$ cat src/verilog/sfsp_map.svh
// Opcodes, status bit positions, frame lengths and timing for the status and protect logic
`ifndef SFSP_MAP_SVH
`define SFSP_MAP_SVH
// ***************************************
// Command opcodes
// ***************************************
`define SFSP_OP_WRSR 8'h01
`define SFSP_OP_WRDI 8'h04
`define SFSP_OP_RDSR 8'h05
`define SFSP_OP_WREN 8'h06
`define SFSP_OP_PDN 8'hB9
`define SFSP_OP_PDX 8'hAB
`define SFSP_OP_SSE_A 8'h20
`define SFSP_OP_SSE_B 8'hD7
`define SFSP_OP_CE_A 8'h60
`define SFSP_OP_CE_B 8'hC7
// ***************************************
// Status byte layout and frame lengths in bytes
// ***************************************
`define SFSP_SR_LOCK 7
`define SFSP_SR_SIDE 5
`define SFSP_SR_PS_HI 4
`define SFSP_SR_PS_LO 2
`define SFSP_NV_RESET 5'h00
`define SFSP_LEN_WRSR 3'h2
`define SFSP_LEN_SSE 3'h4
`define SFSP_LEN_CE 3'h1
// Idle pin levels, order {wp_n, si, sck, cs_n}
`define SFSP_PIN_IDLE 4'h9
// ***************************************
// Protect boundaries as address bits 18:16
// ***************************************
`define SFSP_UP1_BASE 3'h7
`define SFSP_UP2_BASE 3'h6
`define SFSP_UP3_BASE 3'h4
`define SFSP_LO1_TOP 3'h0
`define SFSP_LO2_TOP 3'h1
`define SFSP_LO3_TOP 3'h3
// ***************************************
// Timing: clock rate and internal write times
// ***************************************
`define SFSP_CLK_MHZ 125
`define SFSP_T_WRSR_US 5
`define SFSP_T_SSE_US 40
`define SFSP_T_CE_US 200
`define SFSP_CYC(us) ((us) * `SFSP_CLK_MHZ)
`endif

$ cat src/verilog/sfsp_pkg.sv
// Types shared by the status and protect logic
package sfsp_pkg;
    typedef enum {ENG_IDLE, ENG_WRSR, ENG_ERASE} sfsp_eng_state_t;
endpackage

$ cat src/verilog/sfsp_eng_if.sv
// Carrier between the command decoder and the internal write engine
`timescale 1ns/1ns
interface sfsp_eng_if;
    logic wrsr_start;
    logic sse_start;
    logic ce_start;
    logic [4:0] wr_bits;
    logic [4:0] nv_bits;
    logic busy;
    logic done;
    modport ctrl(output wrsr_start, sse_start, ce_start, wr_bits, input nv_bits, busy, done);
    modport engine(input wrsr_start, sse_start, ce_start, wr_bits, output nv_bits, busy, done);
endinterface

$ cat src/verilog/sfsp_ctrl.sv
// SPI flash status, write-enable, power-down and small sector erase control
//
// Behaviour
// - status read drives bit 7 on the falling edge after the opcode's eighth bit
// - after bit 0 the status byte repeats from bit 7 while SCK runs
// - status read works during any erase, program or status write
// - status write is opcode plus one byte, started at chip select rise
// - only protect select, protect side and lock bits are writable
// - writable bits are nonvolatile, erased and rewritten internally
// - busy bit reads 1 during an internal write, 0 when done
// - latch at 0 refuses all writes; at 1 unprotected areas are writable
// - opcode 06h sets the write-enable latch, 04h clears it
// - latch clears at power-on and when any internal write completes
// - rejected writes and reads leave the latch unchanged
// - upper-side codes 001, 010, 011 protect from 070000h, 060000h, 040000h
// - lower-side codes 101, 110, 111 protect up to 00FFFFh, 01FFFFh, 03FFFFh
// - code 000 protects nothing; other top-bit codes protect all
// - chip erase runs only when all protect select bits are zero
// - lock bit set with write-protect low makes status writes ignored
// - opcode B9h enters power-down; only the ABh exit is then taken
// - power-down command during an internal write is ignored
// - a complete ABh byte leaves power-down
// - small sector erase is 20h or D7h plus address, sector from A18 to A12
// - small sector erase starts at chip select rise and ends on a timer
// - status byte holds side at bit 5, select at bits 4..2, lock at 7
// - write commands not ending on a whole byte are ignored
`timescale 1ns/1ns
`include "sfsp_map.svh"
module sfsp_ctrl import sfsp_pkg::*; #(
    parameter int unsigned WRSR_CYCLES = `SFSP_CYC(`SFSP_T_WRSR_US),
    parameter int unsigned SSE_CYCLES = `SFSP_CYC(`SFSP_T_SSE_US),
    parameter int unsigned CE_CYCLES = `SFSP_CYC(`SFSP_T_CE_US),
    parameter logic [4:0] NV_RESET = `SFSP_NV_RESET
) (
    // Clock and reset
    input wire logic i_mclk,
    input wire logic i_resetn,
    // Serial pins
    input wire logic i_cs_n,
    input wire logic i_sck,
    input wire logic i_si,
    input wire logic i_wp_n,
    output logic o_so,
    output logic o_so_oe,
    // Array side
    input wire logic i_array_busy,
    input wire logic i_array_done,
    output logic o_sse_go,
    output logic o_chip_erase_go,
    output logic [6:0] o_erase_sector,
    // State
    output logic o_power_down,
    output logic [7:0] o_status
);
    // ***************************************
    // Pin synchronisation
    // ***************************************
    logic [3:0] pin_lvl;
    logic [3:0] pin_rise;
    logic [3:0] pin_fall;

    sfsp_pin_sync #(
        .W(4),
        .INIT(`SFSP_PIN_IDLE)
    ) u_sync (
        .i_mclk(i_mclk),
        .i_resetn(i_resetn),
        .i_pin({i_wp_n, i_si, i_sck, i_cs_n}),
        .o_level(pin_lvl),
        .o_rise(pin_rise),
        .o_fall(pin_fall)
    );

    logic cs_act;
    logic cs_start;
    logic cs_end;
    logic sck_rise;
    logic sck_fall;
    logic si_bit;
    logic wp_high;
    assign cs_act = ~pin_lvl[0];
    assign cs_start = pin_fall[0];
    assign cs_end = pin_rise[0];
    assign sck_rise = pin_rise[1] & cs_act;
    assign sck_fall = pin_fall[1] & cs_act;
    assign si_bit = pin_lvl[2];
    assign wp_high = pin_lvl[3];

    // ***************************************
    // Write engine
    // ***************************************
    sfsp_eng_if eng_bus();

    sfsp_wr_engine #(
        .WRSR_CYCLES(WRSR_CYCLES),
        .SSE_CYCLES(SSE_CYCLES),
        .CE_CYCLES(CE_CYCLES),
        .NV_RESET(NV_RESET)
    ) u_engine (
        .i_mclk(i_mclk),
        .i_resetn(i_resetn),
        .bus(eng_bus)
    );

    // ***************************************
    // Frame tracking
    // ***************************************
    logic [2:0] bit_cnt_q;
    logic [2:0] byte_cnt_q;
    logic [7:0] shift_q;
    logic [7:0] op_q;
    logic [7:0] data_q;
    logic [6:0] sect_q;
    logic [7:0] new_byte;
    logic byte_done;
    logic op_done;

    assign new_byte = {shift_q[6:0], si_bit};
    assign byte_done = sck_rise & (bit_cnt_q == 3'h7);
    assign op_done = byte_done & (byte_cnt_q == 3'h0);

    always_ff @(posedge i_mclk) begin
        if (!i_resetn) begin
            bit_cnt_q <= 3'h0;
            byte_cnt_q <= 3'h0;
            shift_q <= 8'h00;
        end else if (cs_start) begin
            bit_cnt_q <= 3'h0;
            byte_cnt_q <= 3'h0;
        end else if (sck_rise) begin
            shift_q <= new_byte;
            bit_cnt_q <= bit_cnt_q + 3'h1;
            // Saturates so that overlong frames never alias a short one
            if (byte_done && byte_cnt_q != 3'h7) begin
                byte_cnt_q <= byte_cnt_q + 3'h1;
            end
        end
    end

    // Sector number from A18..A12; A23..A19 are dropped
    always_ff @(posedge i_mclk) begin
        if (!i_resetn) begin
            op_q <= 8'h00;
            data_q <= 8'h00;
            sect_q <= 7'h00;
        end else if (byte_done) begin
            if (byte_cnt_q == 3'h0) begin
                op_q <= new_byte;
            end
            if (byte_cnt_q == 3'h1) begin
                data_q <= new_byte;
                sect_q[6:4] <= new_byte[2:0];
            end
            if (byte_cnt_q == 3'h2) begin
                sect_q[3:0] <= new_byte[7:4];
            end
        end
    end

    // ***************************************
    // Status byte and protection decode
    // ***************************************
    logic wel_q;
    logic pd_q;
    logic busy_w;
    logic eng_busy;
    logic eng_done;
    logic [2:0] ps;
    logic side;
    logic lock;
    logic [7:0] status_w;
    logic status_msb;

    assign eng_busy = eng_bus.busy;
    assign eng_done = eng_bus.done;
    assign busy_w = eng_busy | i_array_busy;
    assign ps = eng_bus.nv_bits[2:0];
    assign side = eng_bus.nv_bits[3];
    assign lock = eng_bus.nv_bits[4];
    assign status_w = {lock, 1'b0, side, ps, wel_q, busy_w};
    assign status_msb = status_w[`SFSP_SR_LOCK];

    logic up_lvl;
    logic lo_lvl;
    logic [2:0] up_base;
    logic [2:0] lo_top;
    logic prot_hit;
    assign up_lvl = ~ps[2] & (ps[1:0] != 2'h0);
    assign lo_lvl = ps[2] & side & (ps[1:0] != 2'h0);
    assign up_base = (ps[1:0] == 2'h1) ? `SFSP_UP1_BASE :
                     (ps[1:0] == 2'h2) ? `SFSP_UP2_BASE : `SFSP_UP3_BASE;
    assign lo_top = (ps[1:0] == 2'h1) ? `SFSP_LO1_TOP :
                    (ps[1:0] == 2'h2) ? `SFSP_LO2_TOP : `SFSP_LO3_TOP;
    assign prot_hit = (up_lvl & (sect_q[6:4] >= up_base))
                    | (lo_lvl & (sect_q[6:4] <= lo_top))
                    | (ps[2] & ~lo_lvl);

    // ***************************************
    // Command decode
    // ***************************************
    logic op_rdsr;
    logic op_wren;
    logic op_wrdi;
    logic op_pdn;
    logic op_pdx;
    assign op_rdsr = op_done & (new_byte == `SFSP_OP_RDSR) & ~pd_q;
    assign op_wren = op_done & (new_byte == `SFSP_OP_WREN) & ~pd_q;
    assign op_wrdi = op_done & (new_byte == `SFSP_OP_WRDI) & ~pd_q;
    assign op_pdn = op_done & (new_byte == `SFSP_OP_PDN) & ~pd_q;
    assign op_pdx = op_done & (new_byte == `SFSP_OP_PDX);

    // Writes are judged at chip select rise, on whole bytes only
    logic wr_ok;
    logic go_wrsr;
    logic go_sse;
    logic go_ce;
    assign wr_ok = cs_end & (bit_cnt_q == 3'h0) & wel_q & ~busy_w & ~pd_q;
    assign go_wrsr = wr_ok & (op_q == `SFSP_OP_WRSR) & (byte_cnt_q == `SFSP_LEN_WRSR)
                   & (wp_high | ~lock);
    assign go_sse = wr_ok & ((op_q == `SFSP_OP_SSE_A) | (op_q == `SFSP_OP_SSE_B))
                  & (byte_cnt_q == `SFSP_LEN_SSE) & ~prot_hit;
    assign go_ce = wr_ok & ((op_q == `SFSP_OP_CE_A) | (op_q == `SFSP_OP_CE_B))
                 & (byte_cnt_q == `SFSP_LEN_CE) & (ps == 3'h0);

    assign eng_bus.wrsr_start = go_wrsr;
    assign eng_bus.sse_start = go_sse;
    assign eng_bus.ce_start = go_ce;
    assign eng_bus.wr_bits = {data_q[`SFSP_SR_LOCK], data_q[`SFSP_SR_SIDE],
                              data_q[`SFSP_SR_PS_HI:`SFSP_SR_PS_LO]};

    // ***************************************
    // Write-enable latch and power-down
    // ***************************************
    logic wel_clr_hw;
    logic wel_d;
    logic pd_d;
    assign wel_clr_hw = eng_done | i_array_done;
    // A set arriving with a completion wins; nothing else touches the latch
    assign wel_d = op_wren ? 1'b1 : (op_wrdi | wel_clr_hw) ? 1'b0 : wel_q;
    assign pd_d = pd_q ? ~op_pdx : (op_pdn & ~busy_w);

    always_ff @(posedge i_mclk) begin
        if (!i_resetn) begin
            wel_q <= 1'b0;
            pd_q <= 1'b0;
        end else begin
            wel_q <= wel_d;
            pd_q <= pd_d;
        end
    end

    // ***************************************
    // Status read shifter
    // ***************************************
    logic rd_act_q;
    logic [2:0] rd_idx_q;
    logic so_q;
    always_ff @(posedge i_mclk) begin
        if (!i_resetn) begin
            rd_act_q <= 1'b0;
            rd_idx_q <= 3'h7;
            so_q <= 1'b0;
        end else if (cs_start || cs_end) begin
            rd_act_q <= 1'b0;
        end else if (op_rdsr) begin
            rd_act_q <= 1'b1;
            rd_idx_q <= 3'h7;
        end else if (rd_act_q && sck_fall) begin
            // Live status each bit, so a poll sees busy drop mid-stream
            so_q <= status_w[rd_idx_q];
            rd_idx_q <= rd_idx_q - 3'h1;
        end
    end

    // ***************************************
    // Outputs
    // ***************************************
    logic sse_go_q;
    logic ce_go_q;
    always_ff @(posedge i_mclk) begin
        if (!i_resetn) begin
            sse_go_q <= 1'b0;
            ce_go_q <= 1'b0;
        end else begin
            sse_go_q <= go_sse;
            ce_go_q <= go_ce;
        end
    end

    assign o_so = so_q;
    assign o_so_oe = rd_act_q & cs_act;
    assign o_sse_go = sse_go_q;
    assign o_chip_erase_go = ce_go_q;
    assign o_erase_sector = sect_q;
    assign o_power_down = pd_q;
    assign o_status = status_w;
endmodule

$ cat src/verilog/sfsp_pin_sync.sv
// Three-stage pin synchroniser with agreement filter and edge pulses
`timescale 1ns/1ns
module sfsp_pin_sync #(
    parameter int W = 4,
    parameter logic [W-1:0] INIT = '0
) (
    // Clock and reset
    input wire logic i_mclk,
    input wire logic i_resetn,
    // Pins and filtered view
    input wire logic [W-1:0] i_pin,
    output logic [W-1:0] o_level,
    output logic [W-1:0] o_rise,
    output logic [W-1:0] o_fall
);
    logic [W-1:0] s1_q, s2_q, s3_q, lvl_q, lvl_d, rise_q, fall_q;
    // A change counts only once stages two and three agree
    assign lvl_d = (s2_q & s3_q) | (lvl_q & (s2_q ^ s3_q));
    always_ff @(posedge i_mclk) begin
        if (!i_resetn) begin
            s1_q <= INIT;
            s2_q <= INIT;
            s3_q <= INIT;
            lvl_q <= INIT;
            rise_q <= '0;
            fall_q <= '0;
        end else begin
            s1_q <= i_pin;
            s2_q <= s1_q;
            s3_q <= s2_q;
            lvl_q <= lvl_d;
            rise_q <= lvl_d & ~lvl_q;
            fall_q <= ~lvl_d & lvl_q;
        end
    end
    assign o_level = lvl_q;
    assign o_rise = rise_q;
    assign o_fall = fall_q;
endmodule

$ cat src/verilog/sfsp_wr_engine.sv
// Internal write engine: nonvolatile status bits and erase/write timers
`timescale 1ns/1ns
module sfsp_wr_engine import sfsp_pkg::*; #(
    parameter int unsigned WRSR_CYCLES = 625,
    parameter int unsigned SSE_CYCLES = 5000,
    parameter int unsigned CE_CYCLES = 25000,
    parameter logic [4:0] NV_RESET = 5'h00
) (
    // Clock and reset
    input wire logic i_mclk,
    input wire logic i_resetn,
    // Decoder side
    sfsp_eng_if.engine bus
);
    sfsp_eng_state_t state_q;
    logic [31:0] cnt_q;
    logic [4:0] nv_q, pend_q;
    logic done_q;
    always_ff @(posedge i_mclk) begin
        if (!i_resetn) begin
            state_q <= ENG_IDLE;
            cnt_q <= 32'h0;
            nv_q <= NV_RESET;
            pend_q <= 5'h00;
            done_q <= 1'b0;
        end else begin
            done_q <= 1'b0;
            unique case (state_q)
                ENG_IDLE: begin
                    if (bus.wrsr_start) begin
                        state_q <= ENG_WRSR;
                        cnt_q <= 32'(WRSR_CYCLES - 1);
                        pend_q <= bus.wr_bits;
                    end else if (bus.sse_start) begin
                        state_q <= ENG_ERASE;
                        cnt_q <= 32'(SSE_CYCLES - 1);
                    end else if (bus.ce_start) begin
                        state_q <= ENG_ERASE;
                        cnt_q <= 32'(CE_CYCLES - 1);
                    end
                end
                ENG_WRSR, ENG_ERASE: begin
                    if (cnt_q == 32'h0) begin
                        state_q <= ENG_IDLE;
                        done_q <= 1'b1;
                        // Erase and reprogram happen as one step at the end
                        if (state_q == ENG_WRSR) begin
                            nv_q <= pend_q;
                        end
                    end else begin
                        cnt_q <= cnt_q - 32'h1;
                    end
                end
            endcase
        end
    end
    assign bus.busy = (state_q != ENG_IDLE);
    assign bus.done = done_q;
    assign bus.nv_bits = nv_q;
endmodule
$ cat config.mk
export PLATFORM = sky130hd
export DESIGN_NAME = sfsp_ctrl
export DESIGN_NICKNAME = d
export VERILOG_FILES = /design/src/verilog/sfsp_pkg.sv /design/src/verilog/sfsp_eng_if.sv /design/src/verilog/sfsp_ctrl.sv /design/src/verilog/sfsp_pin_sync.sv /design/src/verilog/sfsp_wr_engine.sv
export VERILOG_INCLUDE_DIRS = /design/src /design/src/verilog
export SDC_FILE = /design/constraint.sdc
export NUM_CORES = 1
export LEC_CHECK = 0
export CAP_MARGIN = 20
export CORE_ASPECT_RATIO = 0.7
export CORE_UTILIZATION = 42
export CTS_CLUSTER_SIZE = 10
export DETAILED_ROUTE_END_ITERATION = 7
export DONT_BUFFER_PORTS = 1
export MAX_ROUTING_LAYER = met4
export PLACE_DENSITY = 0.68
export SLEW_MARGIN = 20
export SYNTH_ARGS = -nofsm -noshare
export SYNTH_HDL_FRONTEND = slang
export SYNTH_SLANG_ARGS = --single-unit
$ cat constraint.sdc
create_clock -name i_mclk -period 4.41 [get_ports i_mclk]
set_input_delay 0.882 -clock i_mclk [delete_from_list [all_inputs] [get_ports i_mclk]]
set_output_delay 0.882 -clock i_mclk [all_outputs]
set_load 0.05 [all_outputs]
==> out/metrics.csv <==
stage,metric,value,unit
outcome,status,"finished, final reports clean",
clock_network,postCtsSetupBuffers,0,
setup_path,start_kind,register,
grt,grt_overflow_total,0,
min_path,hold_path_depth,1,
route,avgViaCountPerCell,5.94,
finish,num_antenna_cells,0,
route,drtAntennaViolNets,0,
route,wl,12700,um
sta,setup_viol_count_final,0,
synthesis,syn_nets,640,
finish,fillers,1104,
clock_network,numCtsBuffers,9,
power,peakVddDrop,222,uV
finish,drive_above_1_share,0.0626,
synthesis,syn_area_per_cell,8.52,um^2
clock_network,cts-resized-gates,0,
setup_path,arrival,3.67,ns
clock_network,clockBufferDepth,2,
floorplan,core_area,11900,um^2
sta,whs,0.407,ns
setup_path,rr_worst_depth,11,
power,fin_total_pwr,2.48,mW
min_path,holdPathEnd,u_sync.s2_q[0]$_SDFF_PN1_,
setup_path,reg2reg_to,u_engine.cnt_q[26]$_SDFFE_PN0P_,
route,drc,0,
synthesis,synth_flop_cell,dfxtp_1,
sta,finalHoldViolCount,0,
setup_path,r2r_setup_slack,1.03,ns
synthesis,synth_edf_count,0,
sta,slew_headroom,0.293,
synthesis,synth-seq-area-share,0.409,
finish,layout.nets,617,
synthesis,synth_area,5190,um^2
finish,syn_to_final_growth,7.57,%
setup_path,path_max_fanout,26,
finish,final_common_cell,dfxtp_1,
synthesis,synth-seq-cells,106,
clock_network,clkLatencyLatePin,0.36,ns
grt,grt_pass1_vias,4023,
place,place_ws,1.10,ns
sta,rsz0062_at_grt,false,
place,hpwl,8950,um
floorplan,die_x,135,um
grt,grt_max_degree,60,
sta,fin_ws,1.03,ns
floorplan,rows,33,
job,max-cap-violations,0,
sta,finalCriticalPeriod,3.38,ns
sta,skew,0.00869,ns
floorplan,dieArea,12800,um^2
route,drt-initial-drc-count,367,
setup_path,required,4.70,ns
clock_network,clk_pin_slew,0.07,ns
clock_network,root_buffer,clkbuf_16,
clock_network,cts_hold_buf,0,
setup_path,cp-end-kind,register,
min_path,min_path_type,reg -> reg,
sta,tns,0,ns
floorplan,fp.dieH,95.0,um
min_path,hp-start,u_sync.s1_q[0]$_SDFF_PN1_,
finish,seq_area,2120,um^2
setup_path,r2r_start,u_engine.bus.nv_bits[1]$_SDFFE_PN0P_,
clock_network,htreeDepth,3,
grt,grt.total_usage,0.212,
synthesis,synthCells,609,
floorplan,initial_core_util,0.438,
synthesis,yosysWarnings,0,
synthesis,ys_types,61,
setup_path,critPathKind,reg -> reg,
place,gp_congestion,0.884,
grt,grt_pass1_wl,20600,um
sta,fmax,296,MHz
route,wl_per_cell,16.9,um
clock_network,cts_tree,yes,
route,firstDrtPassIters,5,
sta,tightestPinTransition,1.06,ns
finish,multi_input_area,2810,um^2
synthesis,async_reset_ff_frac,0,
floorplan,pin_count,28,
sta,fin_crit_sh,0.767,
grt,antenna_found_initial,0,
sta,drv_slew,0,
route,vias,4443,
power,p_leak,2.13,nW
power,p_per_area,445,nW/um^2
clock_network,cts.sink_count,106,
finish,final_cell_mix,"106 x dfxtp_1, 62 x nor2_1, 55 x nand2_1, 47 x a21oi_1, 40 x nand3_1",
place,port_buffers,0,
cell families after synthesis:
logic type      Yosys count  share of synthesized area
buf+inv                  63                     0.0523
other cells               1                   0.000723
flops                   106                      0.409
compound gates          127                      0.161
fa+ha+maj                23                     0.0555
mux                      24                     0.0487
simple gates            261                      0.266
xor+xnor                  4                    0.00675
metal layers:
| metal | up-vias | wire [um] | track usage |
|---|---|---|---|
| li1 | 2169 | - | - |
| met1 | 2087 | 6250 | 0.302 |
| met2 | 172 | 5280 | 0.295 |
| met3 | 15 | 994 | 0.0440 |
| met4 | 0 | 136 | 0.0646 |
| met5 | - | 0 | - |
per-stage QoR:
step,util,cell area [um^2],std cells
5_1_grt,0.471,5580,748
3_5_place_dp,0.444,5260,732
2_1_floorplan,-,5190,609
4_1_cts,0.471,5580,748
3_3_place_gp,0.444,5260,732
6_report,0.471,5580,748
cells in the mapped netlist, types with 3 or more instances:
cell	instances	area share
a211o_1	3	0.0051
a21oi_1	47	0.045
a31oi_1	17	0.021
and2_1	9	0.011
and3_1	4	0.0048
buf_1	3	0.0022
buf_4	7	0.010
clkbuf_1	29	0.021
dfxtp_1	106	0.41
ha_1	23	0.055
inv_1	21	0.015
mux2i_1	23	0.044
nand2_1	55	0.040
nand2b_1	15	0.018
nand3_1	40	0.039
nand3b_1	4	0.0058
nand4_1	8	0.0096
nand4b_1	3	0.0051
nor2_1	62	0.045
nor2b_1	6	0.0072
nor3_1	10	0.0096
nor4_1	9	0.011
nor4b_1	3	0.0051
o211ai_1	12	0.017
o21ai_0	8	0.0077
o221a_2	3	0.0065
o22ai_1	5	0.0060
o31ai_1	7	0.010
o32ai_1	5	0.0084
o41ai_1	4	0.0068
or3_1	8	0.0096
or4_1	9	0.013
or4_4	5	0.011
xnor2_1	3	0.0051
layout make-up:
| class | count | share of cell area |
|---|---|---|
| multi-input cells | 440 | 0.503 |
| clock inverters | 6 | 0.0159 |
| flip-flops and latches | 106 | 0.380 |
| repair buffers | 7 | 0.00942 |
| clock buffers | 10 | 0.0410 |
| inverters | 22 | 0.0148 |
| well taps | 157 | 0.0352 |
critical path: stages, from the launching register on:
cell and delay (ns):
dfxtp_1 0.31, buf_4 0.21, inv_1 0.08, ha_1 0.29, ha_1 0.30, nand2b_1 0.06
a221oi_1 0.26, o2111ai_1 0.30, and4_1 0.60, buf_4 0.33, or4bb_1 0.49, nand3_1 0.08
worst max path at each step:
stage	from	slack (ns)	endpoint	cells after the start
after floorplan	u_engine.bus.nv_bits[0]$_SDFFE_PN0P_	1.46	u_engine.cnt_q[19]$_SDFFE_PN0P_	10
after global placement	u_engine.bus.nv_bits[1]$_SDFFE_PN0P_	1.18	u_engine.cnt_q[26]$_SDFFE_PN0P_	11
after detailed placement	u_engine.bus.nv_bits[1]$_SDFFE_PN0P_	1.10	u_engine.cnt_q[26]$_SDFFE_PN0P_	11
after CTS	u_engine.bus.nv_bits[1]$_SDFFE_PN0P_	1.07	u_engine.cnt_q[26]$_SDFFE_PN0P_	11
after global routing	u_engine.bus.nv_bits[1]$_SDFFE_PN0P_	0.76	u_engine.cnt_q[26]$_SDFFE_PN0P_	11
final	u_engine.bus.nv_bits[1]$_SDFFE_PN0P_	1.03	u_engine.cnt_q[26]$_SDFFE_PN0P_	11
where the power goes:
group | switching [mW] | internal [mW]
logic | 0.407 | 0.204
registers | 0.0298 | 0.980
clock network | 0.363 | 0.499
total | 0.801 | 1.68
flip-flops by register name (all words and copies together) (netlist names), 2 cells and up:
name / count
u_engine.pend_q: 5
byte_cnt_q: 3
bit_cnt_q: 3
u_sync.s1_q: 4
data_q: 7
u_sync.o_fall: 2
u_engine.bus.nv_bits: 5
u_sync.s3_q: 4
rd_idx_q: 3
o_erase_sector: 4
shift_q: 7
u_engine.cnt_q: 32
op_q: 8
u_sync.s2_q: 4
u_sync.o_level: 4
u_sync.o_rise: 2
u_engine.state_q: 2
Power figures use the tool's default switching activity.
